## src/mce_pkg.sv

```systemverilog
/*
 * Shared constants and types of the move-and-edit engine: character codes,
 * character and memory command carriers, instruction forms and engine states.
 * Assumes a 6-bit character memory with one word-mark bit per location, where
 * lower addresses hold higher-order characters.
 */
// Operation
// - Source characters are taken one at a time, rightmost first, moving left.
// - Each control-word blank takes the next source character, right to left.
// - Without zero suppression the edit ends at the result-field word mark.
// - A control zero is replaced by data and starts a left-to-right suppression scan.
// - Suppression stops at a digit 1-9, a decimal point or the suppression location.
// - Asterisk left of the suppression zero fills zeros, commas and blanks with asterisks.
// - Dollar left of the suppression zero takes data, then floats left of significance.
// - Positive sign blanks credit and minus codes; halts at zero or blank, resumes later.
// - Negative sign keeps credit and minus; moved source characters are never sign-blanked.
// - Control character octal 37 becomes a blank.
// - Decimal points and ordinary control characters stay where written.
// - Commas left of the highest moved source character become blanks.
// - Source fetching stops at the source-field word mark.
// - The result-field word mark is cleared once it ends the edit.
// - Suppression location gets a word mark, cleared and ending the scan when met.
// - The units source character loses its zone bits when stored.
// - Variant state is undefined afterwards; programs must not chain on it.
// - Short forms take the result address, or both addresses, from the registers.
package mae_pkg;

	localparam int ADDR_W = 15;

	// Character codes, six bits each
	localparam logic [5:0] CH_ZERO    = 6'h00;
	localparam logic [5:0] CH_NINE    = 6'h09;
	localparam logic [5:0] CH_BLANK   = 6'h0d;
	localparam logic [5:0] CH_POINT   = 6'h1b;
	localparam logic [5:0] CH_COMMA   = 6'h3b;
	localparam logic [5:0] CH_AST     = 6'h2c;
	localparam logic [5:0] CH_DOLLAR  = 6'h2b;
	localparam logic [5:0] CH_CRED_C  = 6'h13;
	localparam logic [5:0] CH_CRED_R  = 6'h29;
	localparam logic [5:0] CH_CREDIT  = 6'h3d;
	localparam logic [5:0] CH_MINUS   = 6'h20;
	localparam logic [5:0] CH_OCT37   = 6'h1f;

	// Zone field position and the negative-sign zone of the units character
	localparam int         ZONE_HI  = 5;
	localparam int         ZONE_LO  = 4;
	localparam logic [1:0] ZONE_NEG = 2'h2;

	// Instruction forms: full, result address from register, both from registers
	typedef enum logic [1:0] {
		FORM_FULL,
		FORM_B_REG,
		FORM_BOTH_REG
	} mae_form_type;

	// One memory location
	typedef struct packed {
		logic       wm;
		logic [5:0] ch;
	} mae_char_type;

	// One memory access
	typedef struct packed {
		logic              we;
		logic [ADDR_W-1:0] addr;
		mae_char_type      data;
	} mae_cmd_type;

	// Meaning of a control-word character
	typedef struct packed {
		logic blank;
		logic zero;
		logic sig;
		logic point;
		logic comma;
		logic sign;
		logic oct37;
		logic ast;
		logic dollar;
	} mae_class_type;

	typedef enum logic [3:0] {
		ST_IDLE,
		ST_SIGN,
		ST_BRD,
		ST_BDEC,
		ST_ARD,
		ST_BWR,
		ST_SRD,
		ST_SDEC,
		ST_SWR,
		ST_DRD,
		ST_DWR
	} mae_state_type;

endpackage : mae_pkg

```

## src/mce_char_class.sv

```systemverilog
/*
 * Combinational decoder that sorts one control-word character into its
 * editing meaning. Assumes the character codes of the package.
 */
module mae_char_class
	import mae_pkg::*;
(
	// Character in
	input  wire logic [5:0]    i_ch,
	// Meaning out
	output mae_class_type      o_cls
);

	// Pure decode, no state
	always_comb begin
		o_cls        = '0;
		o_cls.blank  = (i_ch == CH_BLANK);
		o_cls.zero   = (i_ch == CH_ZERO);
		o_cls.sig    = (i_ch != CH_ZERO) && (i_ch <= CH_NINE);
		o_cls.point  = (i_ch == CH_POINT);
		o_cls.comma  = (i_ch == CH_COMMA);
		o_cls.sign   = (i_ch == CH_CRED_C) || (i_ch == CH_CRED_R) ||
		               (i_ch == CH_CREDIT) || (i_ch == CH_MINUS);
		o_cls.oct37  = (i_ch == CH_OCT37);
		o_cls.ast    = (i_ch == CH_AST);
		o_cls.dollar = (i_ch == CH_DOLLAR);
	end

endmodule : mae_char_class

```

## src/mce_mem_port.sv

```systemverilog
/*
 * Single-location memory access port. Takes one command while idle, holds the
 * request until the memory acknowledges, and returns read data as a pulse.
 * Assumes memory presents read data in the acknowledge cycle.
 */
module mae_mem_port
	import mae_pkg::*;
(
	// Clock and reset
	input  wire logic              i_clk_sys,
	input  wire logic              i_reset_n,
	// Engine side
	input  wire logic              i_cmd_valid,
	input  wire mae_cmd_type       i_cmd,
	output logic                   o_rsp_valid,
	output mae_char_type           o_rsp_data,
	// Memory side
	input  wire logic              i_mem_ack,
	input  wire mae_char_type      i_mem_rdata,
	output logic                   o_mem_req,
	output logic                   o_mem_we,
	output logic [ADDR_W-1:0]      o_mem_addr,
	output mae_char_type           o_mem_wdata
);

	typedef struct packed {
		logic         req;
		mae_cmd_type  cmd;
		logic         rsp_valid;
		mae_char_type rsp_data;
	} mae_port_type;

	mae_port_type port_reg;
	mae_port_type port_next;

	// One access in flight at a time, so each access moves exactly one location
	always_comb begin
		port_next           = port_reg;
		port_next.rsp_valid = 1'b0;
		if (!port_reg.req && i_cmd_valid) begin
			port_next.req = 1'b1;
			port_next.cmd = i_cmd;
		end else if (port_reg.req && i_mem_ack) begin
			port_next.req       = 1'b0;
			port_next.rsp_valid = 1'b1;
			port_next.rsp_data  = i_mem_rdata;
		end
	end

	// State register
	always_ff @(posedge i_clk_sys or negedge i_reset_n) begin
		if (!i_reset_n) begin
			port_reg <= '0;
		end else begin
			port_reg <= port_next;
		end
	end

	assign o_mem_req   = port_reg.req;
	assign o_mem_we    = port_reg.cmd.we;
	assign o_mem_addr  = port_reg.cmd.addr;
	assign o_mem_wdata = port_reg.cmd.data;
	assign o_rsp_valid = port_reg.rsp_valid;
	assign o_rsp_data  = port_reg.rsp_data;

endmodule : mae_mem_port

```

## src/mce_edit_engine.sv

```systemverilog
/*
 * Move-and-edit engine. Moves a source field into a result field that holds
 * an edit control word, applying fill, suppression, sign control and a
 * floating dollar. Assumes a character memory behind a request/acknowledge
 * port and word marks at the high-order end of both fields.
 */
module mae_edit_engine
	import mae_pkg::*;
(
	// Clock and reset
	input  wire logic              i_clk_sys,
	input  wire logic              i_reset_n,
	// Instruction
	input  wire logic              i_start,
	input  wire mae_form_type      i_form,
	input  wire logic [ADDR_W-1:0] i_a_addr,
	input  wire logic [ADDR_W-1:0] i_b_addr,
	// Memory
	input  wire logic              i_mem_ack,
	input  wire mae_char_type      i_mem_rdata,
	output logic                   o_mem_req,
	output logic                   o_mem_we,
	output logic [ADDR_W-1:0]      o_mem_addr,
	output mae_char_type           o_mem_wdata,
	// Status
	output logic                   o_busy,
	output logic                   o_done,
	output logic                   o_variant_undef,
	output logic [ADDR_W-1:0]      o_src_addr,
	output logic [ADDR_W-1:0]      o_res_addr
);

	typedef struct packed {
		mae_state_type     st;
		logic              pend;
		logic [ADDR_W-1:0] a_ptr;
		logic [ADDR_W-1:0] b_ptr;
		logic [ADDR_W-1:0] stop_ptr;
		mae_char_type      bch;
		logic [5:0]        out;
		logic              neg;
		logic              zs_found;
		logic              mark_zs;
		logic              prev_zs;
		logic              ast;
		logic              dol;
		logic              blank_on;
		logic              src_done;
		logic              first_src;
		logic              stopped;
		logic              busy;
		logic              done;
		logic              var_undef;
		logic              cmd_valid;
		mae_cmd_type       cmd;
	} mae_eng_type;

	mae_eng_type   eng_reg;
	mae_eng_type   eng_next;
	mae_class_type cls;
	logic          rsp_valid;
	mae_char_type  rsp_data;

	// Read command for one location
	function automatic mae_cmd_type mk_rd(input logic [ADDR_W-1:0] addr);
		mae_cmd_type c;
		c      = '0;
		c.addr = addr;
		return c;
	endfunction : mk_rd

	// Write command for one location
	function automatic mae_cmd_type mk_wr(input logic [ADDR_W-1:0] addr,
	                                      input logic wm, input logic [5:0] ch);
		mae_cmd_type c;
		c         = '0;
		c.we      = 1'b1;
		c.addr    = addr;
		c.data.wm = wm;
		c.data.ch = ch;
		return c;
	endfunction : mk_wr

	// Meaning of the control character under edit
	mae_char_class u_class (
		.i_ch  (eng_reg.bch.ch),
		.o_cls (cls)
	);

	// Memory access port
	mae_mem_port u_port (
		.i_clk_sys   (i_clk_sys),
		.i_reset_n   (i_reset_n),
		.i_cmd_valid (eng_reg.cmd_valid),
		.i_cmd       (eng_reg.cmd),
		.o_rsp_valid (rsp_valid),
		.o_rsp_data  (rsp_data),
		.i_mem_ack   (i_mem_ack),
		.i_mem_rdata (i_mem_rdata),
		.o_mem_req   (o_mem_req),
		.o_mem_we    (o_mem_we),
		.o_mem_addr  (o_mem_addr),
		.o_mem_wdata (o_mem_wdata)
	);

	// Sequencer: every memory state issues once, then waits for the answer
	always_comb begin
		eng_next           = eng_reg;
		eng_next.cmd_valid = 1'b0;
		eng_next.done      = 1'b0;
		case (eng_reg.st)
			ST_IDLE: begin
				if (i_start) begin
					eng_next.busy      = 1'b1;
					eng_next.var_undef = 1'b0;
					// Short forms reuse the address registers
					if (i_form != FORM_BOTH_REG) begin
						eng_next.a_ptr = i_a_addr;
					end
					if (i_form == FORM_FULL) begin
						eng_next.b_ptr = i_b_addr;
					end
					eng_next.zs_found  = 1'b0;
					eng_next.mark_zs   = 1'b0;
					eng_next.prev_zs   = 1'b0;
					eng_next.ast       = 1'b0;
					eng_next.dol       = 1'b0;
					eng_next.blank_on  = 1'b1;
					eng_next.src_done  = 1'b0;
					eng_next.first_src = 1'b1;
					eng_next.stopped   = 1'b0;
					eng_next.pend      = 1'b0;
					eng_next.st        = ST_SIGN;
				end
			end
			// The sign must be known before the rightmost credit symbol is met
			ST_SIGN: begin
				if (!eng_reg.pend) begin
					eng_next.cmd_valid = 1'b1;
					eng_next.cmd       = mk_rd(eng_reg.a_ptr);
					eng_next.pend      = 1'b1;
				end else if (rsp_valid) begin
					eng_next.pend = 1'b0;
					eng_next.neg  = (rsp_data.ch[ZONE_HI:ZONE_LO] == ZONE_NEG);
					eng_next.st   = ST_BRD;
				end
			end
			ST_BRD: begin
				if (!eng_reg.pend) begin
					eng_next.cmd_valid = 1'b1;
					eng_next.cmd       = mk_rd(eng_reg.b_ptr);
					eng_next.pend      = 1'b1;
				end else if (rsp_valid) begin
					eng_next.pend = 1'b0;
					eng_next.bch  = rsp_data;
					eng_next.st   = ST_BDEC;
				end
			end
			// Decide what the control character becomes
			ST_BDEC: begin
				eng_next.mark_zs = cls.zero && !eng_reg.zs_found;
				if (eng_next.mark_zs) begin
					eng_next.zs_found = 1'b1;
				end
				if (eng_reg.prev_zs && cls.ast) begin
					eng_next.ast = 1'b1;
				end
				if (eng_reg.prev_zs && cls.dollar) begin
					eng_next.dol = 1'b1;
				end
				eng_next.prev_zs = eng_next.mark_zs;
				// Sign blanking pauses here until the high-order source digit moves
				if ((cls.blank || cls.zero) && !eng_reg.src_done) begin
					eng_next.blank_on = 1'b0;
				end
				eng_next.out = eng_reg.bch.ch;
				if ((cls.blank || cls.zero || (eng_reg.prev_zs && cls.dollar)) &&
				    !eng_reg.src_done) begin
					eng_next.st = ST_ARD;
				end else begin
					// A leftover float position shows nothing
					if (eng_reg.prev_zs && cls.dollar) begin
						eng_next.out = CH_BLANK;
					end else if (cls.oct37) begin
						eng_next.out = CH_BLANK;
					end else if (cls.sign && !eng_reg.neg && eng_reg.blank_on) begin
						eng_next.out = CH_BLANK;
					end else if (cls.comma && eng_reg.src_done) begin
						eng_next.out = CH_BLANK;
					end
					eng_next.st = ST_BWR;
				end
			end
			// Fetch one source character, rightmost first
			ST_ARD: begin
				if (!eng_reg.pend) begin
					eng_next.cmd_valid = 1'b1;
					eng_next.cmd       = mk_rd(eng_reg.a_ptr);
					eng_next.pend      = 1'b1;
				end else if (rsp_valid) begin
					eng_next.pend = 1'b0;
					eng_next.out  = rsp_data.ch;
					if (eng_reg.first_src) begin
						eng_next.out = {2'h0, rsp_data.ch[ZONE_LO-1:0]};
					end
					eng_next.first_src = 1'b0;
					eng_next.a_ptr     = eng_reg.a_ptr - 1'b1;
					if (rsp_data.wm) begin
						eng_next.src_done = 1'b1;
						eng_next.blank_on = 1'b1;
					end
					eng_next.st = ST_BWR;
				end
			end
			// Store the result; the suppression location gets a word mark
			ST_BWR: begin
				if (!eng_reg.pend) begin
					eng_next.cmd_valid = 1'b1;
					eng_next.cmd       = mk_wr(eng_reg.b_ptr,
					                           eng_reg.mark_zs && !eng_reg.bch.wm,
					                           eng_reg.out);
					eng_next.pend      = 1'b1;
				end else if (rsp_valid) begin
					eng_next.pend = 1'b0;
					if (eng_reg.bch.wm) begin
						if (eng_reg.zs_found) begin
							eng_next.st = ST_SRD;
						end else begin
							eng_next.busy      = 1'b0;
							eng_next.done      = 1'b1;
							eng_next.var_undef = 1'b1;
							eng_next.st        = ST_IDLE;
						end
					end else begin
						eng_next.b_ptr = eng_reg.b_ptr - 1'b1;
						eng_next.st    = ST_BRD;
					end
				end
			end
			// Suppression scan runs left to right from the field's high end
			ST_SRD: begin
				if (!eng_reg.pend) begin
					eng_next.cmd_valid = 1'b1;
					eng_next.cmd       = mk_rd(eng_reg.b_ptr);
					eng_next.pend      = 1'b1;
				end else if (rsp_valid) begin
					eng_next.pend = 1'b0;
					eng_next.bch  = rsp_data;
					eng_next.st   = ST_SDEC;
				end
			end
			ST_SDEC: begin
				eng_next.out = eng_reg.bch.ch;
				if (eng_reg.bch.wm) begin
					// Suppression location reached: the write drops its mark
					if (!eng_reg.stopped) begin
						eng_next.stop_ptr = eng_reg.b_ptr;
					end
					eng_next.st = ST_SWR;
				end else if (eng_reg.stopped) begin
					// Walk on untouched only to find and drop the mark
					eng_next.b_ptr = eng_reg.b_ptr + 1'b1;
					eng_next.st    = ST_SRD;
				end else if (cls.sig || cls.point) begin
					eng_next.stopped  = 1'b1;
					eng_next.stop_ptr = eng_reg.b_ptr;
					eng_next.b_ptr    = eng_reg.b_ptr + 1'b1;
					eng_next.st       = ST_SRD;
				end else if (cls.zero || cls.comma || (eng_reg.ast && cls.blank)) begin
					eng_next.out = eng_reg.ast ? CH_AST : CH_BLANK;
					eng_next.st  = ST_SWR;
				end else begin
					eng_next.b_ptr = eng_reg.b_ptr + 1'b1;
					eng_next.st    = ST_SRD;
				end
			end
			ST_SWR: begin
				if (!eng_reg.pend) begin
					eng_next.cmd_valid = 1'b1;
					eng_next.cmd       = mk_wr(eng_reg.b_ptr, 1'b0, eng_reg.out);
					eng_next.pend      = 1'b1;
				end else if (rsp_valid) begin
					eng_next.pend = 1'b0;
					if (!eng_reg.bch.wm) begin
						eng_next.b_ptr = eng_reg.b_ptr + 1'b1;
						eng_next.st    = ST_SRD;
					end else if (eng_reg.dol) begin
						eng_next.b_ptr = eng_reg.stop_ptr;
						eng_next.st    = ST_DRD;
					end else begin
						eng_next.busy      = 1'b0;
						eng_next.done      = 1'b1;
						eng_next.var_undef = 1'b1;
						eng_next.st        = ST_IDLE;
					end
				end
			end
			// Dollar float: search leftward for the first blank
			ST_DRD: begin
				if (!eng_reg.pend) begin
					eng_next.cmd_valid = 1'b1;
					eng_next.cmd       = mk_rd(eng_reg.b_ptr);
					eng_next.pend      = 1'b1;
				end else if (rsp_valid) begin
					eng_next.pend = 1'b0;
					if (rsp_data.ch == CH_BLANK) begin
						eng_next.st = ST_DWR;
					end else begin
						eng_next.b_ptr = eng_reg.b_ptr - 1'b1;
					end
				end
			end
			ST_DWR: begin
				if (!eng_reg.pend) begin
					eng_next.cmd_valid = 1'b1;
					eng_next.cmd       = mk_wr(eng_reg.b_ptr, 1'b0, CH_DOLLAR);
					eng_next.pend      = 1'b1;
				end else if (rsp_valid) begin
					eng_next.pend      = 1'b0;
					eng_next.b_ptr     = eng_reg.b_ptr - 1'b1;
					eng_next.busy      = 1'b0;
					eng_next.done      = 1'b1;
					eng_next.var_undef = 1'b1;
					eng_next.st        = ST_IDLE;
				end
			end
			default: begin
				eng_next    = '0;
				eng_next.st = ST_IDLE;
			end
		endcase
	end

	// State register; a reset mid-edit leaves memory as far as it got
	always_ff @(posedge i_clk_sys or negedge i_reset_n) begin
		if (!i_reset_n) begin
			eng_reg <= '0;
		end else begin
			eng_reg <= eng_next;
		end
	end

	// Status straight from the state register
	assign o_busy          = eng_reg.busy;
	assign o_done          = eng_reg.done;
	assign o_variant_undef = eng_reg.var_undef;
	assign o_src_addr      = eng_reg.a_ptr;
	assign o_res_addr      = eng_reg.b_ptr;

endmodule : mae_edit_engine

```

## config.mk

```make
export PLATFORM = sky130hd
export DESIGN_NAME = mae_edit_engine
export DESIGN_NICKNAME = d
export VERILOG_FILES = /design/src/mce_pkg.sv /design/src/mce_char_class.sv /design/src/mce_mem_port.sv /design/src/mce_edit_engine.sv
export SDC_FILE = /design/constraint.sdc
export NUM_CORES = 1
export LEC_CHECK = 0
export CAP_MARGIN = 20
export CORE_ASPECT_RATIO = 0.6
export CORE_UTILIZATION = 50
export DETAILED_ROUTE_END_ITERATION = 8
export DONT_BUFFER_PORTS = 1
export PLACE_DENSITY_LB_ADDON = 0.3
export SLEW_MARGIN = 20
export SYNTH_ARGS = -nofsm -noshare
export SYNTH_HDL_FRONTEND = slang
export SYNTH_HIERARCHICAL = 1
export SYNTH_SLANG_ARGS = --single-unit
```

## constraint.sdc

```tcl
create_clock -name i_clk_sys -period 3.2 [get_ports i_clk_sys]
set_input_delay 0.64 -clock i_clk_sys [delete_from_list [all_inputs] [get_ports i_clk_sys]]
set_output_delay 0.64 -clock i_clk_sys [all_outputs]
set_load 0.05 [all_outputs]
```

; Yosys cells after proc, flatten, opt, wreduce, memory -nomap -nowiden
; Index checks and enable logic that the tools add are counted.
[word_totals]
register_bits = 132
inputBits = 43
[classes]
eq_ne = 66
mux = 122
n_reduce_logical = 65
n_addsub = 3
order_cmp = 1
n_bitwise = 13
[ops]
columns = op, n
row1 = 15-bit 2-to-1 mux, 23
row2 = 24-bit case mux with 6 select lines, 1
row3 = 24-bit 2-to-1 mux, 5
row4 = 15-bit case mux with 7 select lines, 1
row5 = 6-bit 2-to-1 mux, 13
row6 = 4-bit 2-to-1 mux, 15
row7 = 2-bit inequality test (second input constant), 30
row8 = 15-bit case mux with 3 select lines, 1
row9 = 4-bit case mux with 11 select lines, 1
row10 = 3-bit 2-to-1 mux, 14
row11 = 6-bit equality test (second input constant), 6
row12 = 9-bit OR reduction, 4
row13 = 35-bit 2-to-1 mux, 1
row14 = 5-bit 2-to-1 mux, 7
row15 = 15-bit case mux with 2 select lines, 1
row16 = 15-bit by 1-bit subtractor with 15-bit output (second input constant), 2
row17 = 6-bit case mux with 4 select lines, 1
row18 = 3-bit AND reduction, 8
row19 = 2-bit by 1-bit inequality test with 1-bit output (second input constant), 11
row20 = 1-bit 2-to-1 mux, 21
row21 = 20-bit 2-to-1 mux, 1
row22 = 10-bit OR reduction, 2
row23 = 6-bit by 5-bit equality test with 1-bit output (second input constant), 3
row24 = 18-bit AND reduction, 1
row25 = other kinds (42), 97

; Longest topological paths before layout
; Gate-level depths: netlist of run 1.
[logic_depth]
word_depth = 11
depth_mapped = 9
depth_no_buf = 8

; Modules after synthesis
; Netlist of run 1, hierarchy kept.
[by_module_without_submodules]
columns = mod, instances, area_each_um2, cells_per_inst
row1 = mae_edit_engine, 1, 6267.3, 714
row2 = mae_mem_port, 1, 1286.2, 69
row3 = mae_char_class, 1, 151.4, 25

; Least setup slack after synthesis of run 1
; Ideal clock, no wire load.
[synth_timing]
path_kind = reg2reg
from = register eng_reg[43] (netlist name)
to = register eng_reg (netlist bit o_res_addr[13])
stages_incl_launch_ff = 10
synth_period_minus_slack_ps = 2331
n_path_buf = 1
slack_ps = 869
arrival_time_ps = 2248
setup_ps = 82
cell_sequence = dfrtp_1 nor2_1 nand2_1 and3_1 or3_1 or3_1 o2111ai_2 clkbuf_1 nor3_1 o22ai_1
[synth_lines]
columns = item, line_no
row1 = from (decl), mce_edit_engine.sv:58  ; mae_eng_type eng_reg;
row2 = from (signal assigned), mce_edit_engine.sv:339  ; eng_reg <= eng_next;

; Final worst setup path of run 1
[layout_timing]
from = register eng_reg[97] (netlist name)
to = register eng_reg (netlist bit o_src_addr[8])
[layout_via]
elab_chain_cells = 4
elab_cells_between_ends = 19
cone_classes = eq/ne: 14 / mux: 1 / bitwise: 1 / reduce/logical: 3
[layout_rtl]
columns = item, line_no
row1 = "4-bit equality test, or another cell as far along", mce_edit_engine.sv:111  ; case (eng_reg.st)
row2 = 9-bit OR reduction (no source line), -
row3 = 1-bit inverter (no source line), -
row4 = 5-bit AND reduction (no source line), -
; Parallel ways exist; a longest one is shown, timed or not.
; A chain may end at the register's enable or synchronous reset.

==> results.txt, run 1 <==
Leak pwr: 3.521 nW
Setup_tns: 0 ns
Row cnt: 34
Cell accounting for the most synthesized area: dfrtp_1
WL/cell: 25.11 µm
Final WS setup: 0.2318 ns
Area growth, synth to finish: 9.078%
Max FFs per register: 66
DRT antenna net count: 0
R2R Setup Slk: 0.23 ns
Num CTS Buffers: 17
Top cells by area, synth: dfrtp_1, o21ai_0, mux2_4
Crit path DAT: 3.26 ns
Worst reg2reg path depth: 5
Fin crit period: 2.968 ns
Setup Crit Path Kind: register to register
Gpl congestion: 0.9676
Slew margin rel.: 0.3438
Final Cell Area: 0.008404 mm²
Routed via count: 6759
# diodes: 0
DRT Wirelength: 24800 µm
Pwr/cell area: 1277 mW/mm²
Worst reg2reg path endpoint: o_src_addr[8]
Worst setup SP type: register
Min-delay worst type: primary input to async pin
Req. time, crit path: 3.49 ns
Yosys top cell area share: 0.4255
Nets: 824
Asr flop ratio synth: 1.000
Die ar.: 0.01593 mm²
Placement Cell Area: 0.007764 mm²
Hold slack: -0.09025 ns
CTS root buffer: clkbuf_16
Vias per inst: 6.841
Port Buffers: 0
Max incr delay on CP: 0.68 ns
First-pass GRT wire length: 38630 µm
Final setup viols: 0
Failing checks: negative hold slack
CP max-delay cell: o21ai_1
Number of global-route vias before repair: 6399
DRT iter0 DRCs: 984
CTS clk-pin slew, worst paths: 0.07 ns
Clock insertion delay at the later pin of the skew report: 0.42 ns
Worst vdd ir: 0.0006350 V
Worst setup startpoint: eng_reg[97]
Non-filler instance count after layout: 988
Outcome: complete, but fails checks
Total global-route track usage: 0.3220
Fmax: 0.3369 GHz
Number of remaining DRC errors: 0
Critical Path End Type: register
CP cell instances: and2_1 > o21ai_1 > a32o_1 > nand2b_1 > o21ai_0
Max H-tree Level: 4
Synth Cell Area: 0.007705 mm²
Maximum clock path buffer count: 2
Synth Area per Inst: 9.536 µm²
Reg-to-reg critical path startpoint: eng_reg[97]
Cell count after synthesis: 808
TritonCTS Sinks: 131
Proportion of layout cells with a drive suffix above 1: 0.1620
CORE AREA: 0.01476 mm²
Skew final: 0.009912 ns
Tcrit/Tclk final: 0.9275
Leading cell type in the layout, fill and taps excluded: dfrtp_1
Placed Instances: 957
Die width: 162.3 µm
Post-Syn Nets: 854
CTS tree: built
Final Util: 0.5693
Die Ht: 98.16 µm
Detailed Routing Iterations Pass 1: 5
Max-Cap Viols: 0
Main synth FF type: dfrtp_1
Ports: 100
EDFF count, synth: 0
Commonest non-fill, non-tap cells in the layout: dfrtp_1, nand2_1, o21ai_0
Worst-Margin Slew: 0.9807 ns
Gr ovfl total: 0
Register area share after synthesis: 0.4255
Critical Path Sink: o_src_addr[8]
Synth Register Bits: 131
Final hold violation count: 131
Yosys Warn Count: 6
Max Slew Vio Count: 0
HPWL after detailed placement: 17890 µm
Initial antenna violation count: 0
Post-synth cell types: 81
DP Worst Slack: 0.2792 ns
RSZ-0062 raised after global routing: no
Largest net degree at the start of global routing: 132
Critical Path Fanout Max: 18
Initial Util: 0.5220
## final cells by class
cell class              instances  area [µm²]
flip-flops and latches        131        3278
clock buffers                  17       425.4
inverters                      26       97.59
repair buffers                 44       355.3
multi-input cells             558        3786
fillers                      1264        6357
clock inverters                14       214.0
well taps                     198       247.7
## cells by family (layout without fill, tap and decap cells)
group                    Yosys count  after routing  synth area share
AO/OA/AOI/OAI                    283            283            0.2602
XOR/XNOR                           7              7          0.007957
adder cells (fa/ha/maj)            3              3          0.004872
buffers and inverters            119            101           0.08477
flip-flops                       131            131            0.4255
multiplexers                      35             35           0.06041
AND/OR/NAND/NOR                  230            230            0.1564
## worst max-delay path: cells and delay by family, from the launching register on
kind            cells  cell delay [ns]
compound gates      3             1.38
flops               1             0.63
simple gates        2             0.81
## routing by layer
metal	routed length, µm	global-route usage
met4	270	0.06313
met5	0	0
met1	11820	0.5135
met3	3533	0.1253
met2	9174	0.3974
## cells in the mapped netlist (4+ instances only)
cell type,n
and2_1,7
dfrtp_1,131
nand4b_1,4
nor3b_1,4
a22o_1,12
o21a_1,5
or3_1,6
a22oi_1,26
a31oi_1,10
nand4_1,4
o21bai_1,4
a21oi_1,37
mux2_2,12
o211ai_1,6
nand2_1,65
a211oi_1,6
o31ai_1,18
a32o_1,5
a2bb2oi_1,4
nand3_1,22
inv_1,26
nor2b_1,6
mux2_4,20
buf_4,32
xnor2_1,5
buf_2,19
o2bb2ai_1,15
o22ai_1,11
nor4_1,11
and3_1,5
a221o_1,6
nand2b_1,6
a32oi_1,16
o21ai_0,64
nor2_1,44
clkbuf_1,33
nor3_1,22
nor4bb_1,4
buf_6,4
o221a_2,4
## power breakdown
group / internal [mW] / switching (mW)
clock: 1.33 / 0.838
sequential: 2.21 / 1.63
combinational: 1.81 / 2.91
total: 5.36 / 5.38
## repair_timing
item,4_1_cts,5_1_grt
hold endpoints to repair,131,131
gates resized for setup,0,1
setup buffers,0,0
endpoints found under the setup margin,0,1
## stage by stage
stage               hold slack, ns  power [mW]
floorplan                   0.3444       7.168
global placement            0.3480       8.331
detailed placement          0.3477       8.398
CTS                       -0.09894       10.59
global route               -0.1059       11.27
finish                    -0.09025       10.74
## worst min-delay path by stage
stage,cells after the start,slack [ns],endpoint,startpoint
final,0,-0.09,eng_reg[41],i_reset_n
after global routing,0,-0.11,u_port/o_rsp_data[1],i_reset_n
after CTS,0,-0.1,u_port/o_rsp_data[1],i_reset_n
after detailed placement,0,0.35,eng_reg[4],i_reset_n
after global placement,0,0.35,u_port/o_rsp_data[1],i_reset_n
after floorplan,0,0.34,eng_reg[0],i_reset_n
(Power assumes the default switching activity.)
==> run 2: changes to the inputs <==
--- a/config.mk
+++ b/config.mk
@@ -5,12 +5,13 @@
 export SDC_FILE = /design/constraint.sdc
 export NUM_CORES = 1
 export LEC_CHECK = 0
-export CAP_MARGIN = 20
 export CORE_ASPECT_RATIO = 0.6
 export CORE_UTILIZATION = 50
 export DETAILED_ROUTE_END_ITERATION = 8
 export DONT_BUFFER_PORTS = 1
+export GPL_ROUTABILITY_DRIVEN = 0
 export PLACE_DENSITY_LB_ADDON = 0.3
+export REMOVE_ABC_BUFFERS = 1
 export SLEW_MARGIN = 20
 export SYNTH_ARGS = -nofsm -noshare
 export SYNTH_HDL_FRONTEND = slang
==> run 2 against run 1 <==
  * Critical path type unchanged
  * The run still ends with negative hold slack left
  * Hold slack got worse by 0.0062 ns
  * Combinational power fell by 4.7%
  * Die area did not move
  * Register-to-register slack gained 0.13 ns
  * Sequential share of layout area increased by 0.55 points
  * Non-clock buffer count is 9 lower
  * Largest power group unchanged
  * Core utilization is 0.79 points lower
  * Maximum frequency increased by 4.5%
  * Total power shrank 2.9%
  * First-iteration DRC count rose by 28%
  * Cell area is 1.4% lower
==> results.txt, run 2 (same netlist as run 1, synthesis figures left out) <==
Outcome: complete, but fails checks (unchanged)
Failing checks: negative hold slack (unchanged)
Row cnt: 34 (unchanged)
TritonCTS Sinks: 131 (unchanged)
Die Ht: 98.16 µm (unchanged)
DRT iter0 DRCs: 1260 (was 984)
Maximum clock path buffer count: 2 (unchanged)
Critical Path End Type: register (unchanged)
CTS root buffer: clkbuf_16 (unchanged)
Max-Cap Viols: 0 (unchanged)
Clock insertion delay at the later pin of the skew report: 0.43 ns (was 0.42 ns)
Max H-tree Level: 4 (unchanged)
Die width: 162.3 µm (unchanged)
DRT antenna net count: 0 (unchanged)
RSZ-0062 raised after global routing: no (unchanged)
CTS tree: built (unchanged)
Tcrit/Tclk final: 0.8877 (was 0.9275)
Initial Util: 0.5220 (unchanged)
Hold slack: -0.09644 ns (was -0.09025 ns)
Largest net degree at the start of global routing: 132 (unchanged)
Placed Instances: 948 (was 957)
Proportion of layout cells with a drive suffix above 1: 0.1524 (was 0.1620)
Fin crit period: 2.841 ns (was 2.968 ns)
Power, Total: 10.43 mW (was 10.74 mW)
Final Cell Area: 0.008288 mm² (was 0.008404 mm²)
Final hold violation count: 131 (unchanged)
Skew final: 0.01837 ns (was 0.009912 ns)
Ports: 100 (unchanged)
Routed via count: 6853 (was 6759)
CORE AREA: 0.01476 mm² (unchanged)
Commonest non-fill, non-tap cells in the layout: dfrtp_1, nand2_1, o21ai_0 (unchanged)
Port Buffers: 0 (unchanged)
Crit path DAT: 3.17 ns (was 3.26 ns)
Initial antenna violation count: 1 (was 0)
DRT Wirelength: 24220 µm (was 24800 µm)
Nets: 815 (was 824)
Worst setup startpoint: eng_reg[99] (was eng_reg[97])
Pwr/cell area: 1258 mW/mm² (was 1277 mW/mm²)
Worst reg2reg path endpoint: o_src_addr[12] (was o_src_addr[8])
Total global-route track usage: 0.3122 (was 0.3220)
Number of remaining DRC errors: 0 (unchanged)
HPWL after detailed placement: 17030 µm (was 17890 µm)
Final Util: 0.5615 (was 0.5693)
Vias per inst: 6.993 (was 6.841)
Req. time, crit path: 3.53 ns (was 3.49 ns)
R2R Setup Slk: 0.36 ns (was 0.23 ns)
Detailed Routing Iterations Pass 1: 6 (was 5)
Post_cts resized: 0 (unchanged)
First-pass GRT wire length: 37880 µm (was 38630 µm)
Fmax: 0.3520 GHz (was 0.3369 GHz)
Final-layout fill cell count: 1236 (was 1264)
Worst reg2reg path depth: 6 (was 5)
Worst setup SP type: register (unchanged)
CTS clk-pin slew, worst paths: 0.06 ns (was 0.07 ns)
Min-delay worst type: primary input to async pin (unchanged)
Total setup buffers inserted after CTS: 0 (unchanged)
Leading cell type in the layout, fill and taps excluded: dfrtp_1 (unchanged)
Gr ovfl total: 0 (unchanged)
Area growth, synth to finish: 7.567% (was 9.078%)
Final setup viols: 0 (unchanged)
Reg-to-reg critical path startpoint: eng_reg[99] (was eng_reg[97])
Die ar.: 0.01593 mm² (unchanged)
Critical Path Fanout Max: 24 (was 18)
Max FFs per register: 66 (unchanged)
Max Slew Vio Count: 0 (unchanged)
Leak pwr: 3.456 nW (was 3.521 nW)
WL/cell: 24.71 µm (was 25.11 µm)
Worst vdd ir: 0.0006658 V (was 0.0006350 V)
Number of global-route vias before repair: 6459 (was 6399)
Non-filler instance count after layout: 980 (was 988)
Placement Cell Area: 0.007695 mm² (was 0.007764 mm²)
Slew margin rel.: 0.3291 (was 0.3438)
Setup Crit Path Kind: register to register (unchanged)
Num CTS Buffers: 17 (unchanged)
Worst-Margin Slew: 1.003 ns (was 0.9807 ns)
==> run 2: cell count changes in the layout (fill, tap and decap cells not counted), moves of 2 or more <==
cell | previous run | this run
buf_4 | 42 | 34
inv_8 | 3 | 0
inv_6 | 6 | 4
bufinv_16 | 4 | 2
clkinv_4 | 0 | 5
==> run 2: per-stage QoR <==
| step | setup TNS (ns) | worst slack, ns |
|---|---|---|
| global route | 0 | 0.3194 |
| floorplan | -3.100 | -0.2224 |
| global placement | 0 | 0.5567 |
| detailed placement | 0 | 0.5564 |
| CTS | 0 | 0.5097 |
| finish | 0 | 0.3593 |
==> run 2: area by class of cell <==
type	instances	area [µm²]	area share
well taps	198	247.7	0.02989
clock buffers	18	439.2	0.05299
inverters	26	97.59	0.01178
repair buffers	35	275.3	0.03321
diodes	1	2.502	0.0003019
flip-flops and latches	131	3278	0.3955
clock inverters	13	151.4	0.01827
multi-input cells	558	3796	0.4580
==> run 2: routing by layer <==
layer	global-route usage	wire, µm	part of all wire	vias to the layer above
li1	-	-	-	2946
met1	0.4569	10290	0.42	3333
met2	0.4014	9581	0.40	539
met3	0.1563	4097	0.17	35
met4	0.07547	254	0.010	0
met5	0	0	0	-
==> run 2: worst max-delay path, stage by stage (launching register included) <==
cell	delay (ns)
dfrtp_1	0.62
buf_4	0.33
nor2_1	0.47
nand2_1	0.15
a32o_1	0.54
nand2b_1	0.39
o21ai_0	0.25
==> run 2: how the worst max path moves through the flow <==
stage / endpoint / slack, ns / depth (start not counted)
floorplan: o_res_addr[7] / -0.22 / 5
global placement: o_res_addr[6] / 0.56 / 6
detailed placement: o_res_addr[7] / 0.56 / 8
CTS: o_src_addr[12] / 0.51 / 6
global route: o_src_addr[0] / 0.32 / 5
finish: o_src_addr[12] / 0.36 / 6
==> run 2: power by group <==
| group | internal [mW] | leakage (nW) | switching (mW) |
|---|---|---|---|
| clock | 1.18 | 0.288 | 0.820 |
| combinational | 1.72 | 1.42 | 2.78 |
| sequential | 2.21 | 1.75 | 1.72 |
==> run 3: changes to the inputs <==
--- a/config.mk
+++ b/config.mk
@@ -5,6 +5,7 @@
 export SDC_FILE = /design/constraint.sdc
 export NUM_CORES = 1
 export LEC_CHECK = 0
+export ABC_AREA = 1
 export CORE_ASPECT_RATIO = 0.6
 export CORE_UTILIZATION = 50
 export DETAILED_ROUTE_END_ITERATION = 8
@@ -12,6 +13,7 @@
 export GPL_ROUTABILITY_DRIVEN = 0
 export PLACE_DENSITY_LB_ADDON = 0.3
 export REMOVE_ABC_BUFFERS = 1
+export SKIP_CTS_REPAIR_TIMING = 1
 export SLEW_MARGIN = 20
 export SYNTH_ARGS = -nofsm -noshare
 export SYNTH_HDL_FRONTEND = slang
==> run 3 against run 2 <==
  * The flow still finishes with violations (negative hold slack)
  * Die area up 5.5%
  * Combinational power down 18%
  * Largest power group unchanged
  * Total power down 9.9%
  * Synthesized cell count up 48%
  * Critical endpoint is now eng_reg[57]
  * Core utilization down 1.2 points
  * Cell area up 3.7%
  * Largest cell class unchanged
==> results.txt, run 3 <==
WL/cell: 17.46 µm (was 24.71 µm)
Part of the power in registers: 0.393 (was 0.377)
HPWL after detailed placement: 16960 µm (was 17030 µm)
Worst path most repeated cell: nand2_1
CTS clk-pin slew, worst paths: 0.07 ns (was 0.06 ns)
Tcrit/Tclk final: 0.8119 (was 0.8877)
Post-synth cell types: 38 (was 81)
Min-delay worst type: primary input to async pin (unchanged)
Pwr/cell area: 1093 mW/mm² (was 1258 mW/mm²)
CTS tree: built (unchanged)
DRT Wirelength: 23940 µm (was 24220 µm)
Req. time, crit path: 3.52 ns (was 3.53 ns)
Max Slew Vio Count: 0 (unchanged)
Final WS setup: 0.6019 ns (was 0.3593 ns)
Worst-Margin Slew: 0.9818 ns (was 1.003 ns)
Final Util: 0.5497 (was 0.5615)
Cell count after synthesis: 1199 (was 808)
Post-Route M1 WL: 11120 µm (was 10290 µm)
Max incr delay on CP: 0.83 ns (was 0.62 ns)
Clock insertion delay at the later pin of the skew report: 0.42 ns (was 0.43 ns)
Fin crit period: 2.598 ns (was 2.841 ns)
Main synth FF type: dfrtp_1 (unchanged)
Worst setup SP type: register (unchanged)
Max FFs per register: 66 (unchanged)
Number of global-route vias before repair: 7069 (was 6459)
Sw Share: 0.5370 (was 0.5100)
Clock power share: 0.213 (was 0.192)
Initial antenna violation count: 0 (was 1)
# diodes: 0 (was 1)
Asr flop ratio synth: 1.000 (unchanged)
Area of the multi-input gates: 0.003905 mm² (was 0.003796 mm²)
Worst vdd ir: 0.0005577 V (was 0.0006658 V)
Largest net degree at the start of global routing: 132 (unchanged)
Slew margin rel.: 0.3455 (was 0.3291)
Setup_tns: 0 ns (unchanged)
Outcome: complete, but fails checks (unchanged)
Critical Path Fanout Max: 30 (was 24)
First-pass GRT wire length: 38700 µm (was 37880 µm)
Worst reg2reg path endpoint: eng_reg[57] (was o_src_addr[12])
CTS root buffer: clkbuf_16 (unchanged)
Setup Crit Path Kind: register to register (unchanged)
Hold slack: -0.08884 ns (was -0.09644 ns)
Cell accounting for the most synthesized area: dfrtp_1 (unchanged)
Die width: 166.7 µm (was 162.3 µm)
RSZ-0062 raised after global routing: no (unchanged)
Maximum clock path buffer count: 2 (unchanged)
Yosys top cell area share: 0.4028 (was 0.4255)
Worst reg2reg path depth: 7 (was 6)
Detailed Routing Iterations Pass 1: 5 (was 6)
Uppermost layer routed: met4 (unchanged)
Synth Area per Inst: 6.788 µm² (was 9.536 µm²)
Crit path DAT: 2.92 ns (was 3.17 ns)
Met3 WL post-DR: 3738 µm (was 4097 µm)
Routed via count: 7850 (was 6853)
Commonest non-fill, non-tap cells in the layout: nand2_1, nand3_1, dfrtp_1 (was dfrtp_1, nand2_1, o21ai_0)
CP max-delay cell: and2_1 (was dfrtp_1)
Gr ovfl total: 0 (unchanged)
Port Buffers: 0 (unchanged)
Vias per inst: 5.726 (was 6.993)
Count leader, synth: nand2_1 (was dfrtp_1)
Post-synth top cells: nand2_1, dfrtp_1, nand3_1 (was dfrtp_1, nand2_1, o21ai_0)
Failing checks: negative hold slack (unchanged)
Register Area: 0.003278 mm² (unchanged)
Max H-tree Level: 4 (unchanged)
Die ar.: 0.01681 mm² (was 0.01593 mm²)
Nets: 1201 (was 815)
Final setup viols: 0 (unchanged)
Reg-to-reg critical path startpoint: eng_reg[96] (was eng_reg[99])
Yosys Warn Count: 6 (unchanged)
CORE AREA: 0.01563 mm² (was 0.01476 mm²)
DRT iter0 DRCs: 1131 (was 1260)
Logic pwr share: 0.394 (was 0.431)
Total global-route track usage: 0.2972 (was 0.3122)
Row cnt: 35 (was 34)
DP Worst Slack: 0.7599 ns (was 0.5564 ns)
Critical Path End Type: register (unchanged)
R2R Setup Slk: 0.60 ns (was 0.36 ns)
DR WL met2: 8829 µm (was 9581 µm)
Number of remaining DRC errors: 0 (unchanged)
DRT antenna net count: 0 (unchanged)
Synth Cell Area: 0.008139 mm² (was 0.007705 mm²)
TritonCTS Sinks: 131 (unchanged)
Register area share after synthesis: 0.4028 (was 0.4255)
Die Ht: 100.8 µm (was 98.16 µm)
Area growth, synth to finish: 5.580% (was 7.567%)
Top cells by area, synth: dfrtp_1, nand2_1, nand3_1 (was dfrtp_1, o21ai_0, mux2_4)
Initial Util: 0.5206 (was 0.5220)
Final hold violation count: 131 (unchanged)
Max-Cap Viols: 0 (unchanged)
Proportion of layout cells with a drive suffix above 1: 0.06079 (was 0.1524)
Switch Pwr: 5.045 mW (was 5.319 mW)
EDFF count, synth: 0 (unchanged)
CP cell instances: nand2_1 > nand2_2 > nand2_1 > nor3_1 > and2_1 > nand3_1 > o21ai_0 (was buf_4 > nor2_1 > nand2_1 > a32o_1 > nand2b_1 > o21ai_0)
Internal: 4.351 mW (was 5.109 mW)
Num CTS Buffers: 17 (unchanged)
Leak pwr: 4.385 nW (was 3.456 nW)
Synth Register Bits: 131 (unchanged)
Skew final: 0.01242 ns (was 0.01837 ns)
Final-layout fill cell count: 1446 (was 1236)
Leading cell type in the layout, fill and taps excluded: nand2_1 (was dfrtp_1)
Fmax: 0.3849 GHz (was 0.3520 GHz)
Ports: 100 (unchanged)
==> run 3: how the worst max path moves through the flow <==
stage | start | end | slack (ns) | cells past startpoint
5_1_grt | eng_reg[44] | eng_reg[61] | 0.38 | 11
3_5_place_dp | eng_reg[44] | eng_reg[57] | 0.76 | 11
2_1_floorplan | eng_reg[98] | eng_reg[10] | 1.07 | 8
4_1_cts | eng_reg[96] | eng_reg[57] | 0.73 | 7
3_3_place_gp | eng_reg[44] | eng_reg[50] | 0.78 | 10
6_report | eng_reg[96] | eng_reg[57] | 0.60 | 7
==> run 3: metrics by stage <==
| step | instances | power (mW) | area (µm²) |
|---|---|---|---|
| finish | 1371 | 9.396 | 8593 |
| global route | 1371 | 10.02 | 8593 |
| CTS | 1371 | 9.273 | 8593 |
| detailed placement | 1339 | 7.248 | 8000 |
| global placement | 1339 | 7.216 | 8000 |
| floorplan | 1128 | 6.096 | 7686 |
==> run 3: final cells by class <==
class                      count  area share
clock buffer                  18     0.04994
clock inverter                14     0.01907
inverter                     133     0.05853
multi-input combinational    864      0.4544
sequential                   131      0.3815
tap                          203     0.02956
timing repair buffer           8    0.006989
==> run 3: cell families (layout without fill, tap and decap cells) <==
kind of cell,count (synthesis),count (layout),synth area share
AOI/OAI and AO/OA,139,139,0.09178
xor gates and xnor gates,7,7,0.007533
adders and majority gates,3,3,0.004612
buffers and inverters,204,173,0.1174
DFF,131,131,0.4028
and+or+nand+nor,715,715,0.3759
==> run 3: routing by layer <==
metal  up-vias  global-route usage
met5         -                   0
met2       546              0.3775
met4         0             0.06125
met1      3563              0.4676
met3        35              0.1044
li1       3706                   -
==> run 3: critical path, delay by kind of cell, from the launching register on <==
kind | cells | cell delay (ns)
compound gates | 1 | 0.15
flops | 1 | 0.54
simple gates | 6 | 1.81
==> run 3: power groups by stage <==
stage / Sequential, mW / Combinational, mW / Clock, mW
floorplan: 3.47 / 2.63 / 0
global placement: 3.68 / 3.54 / 0
detailed placement: 3.68 / 3.57 / 0
CTS: 3.65 / 3.60 / 2.02
global route: 3.75 / 4.17 / 2.10
finish: 3.69 / 3.71 / 2.00
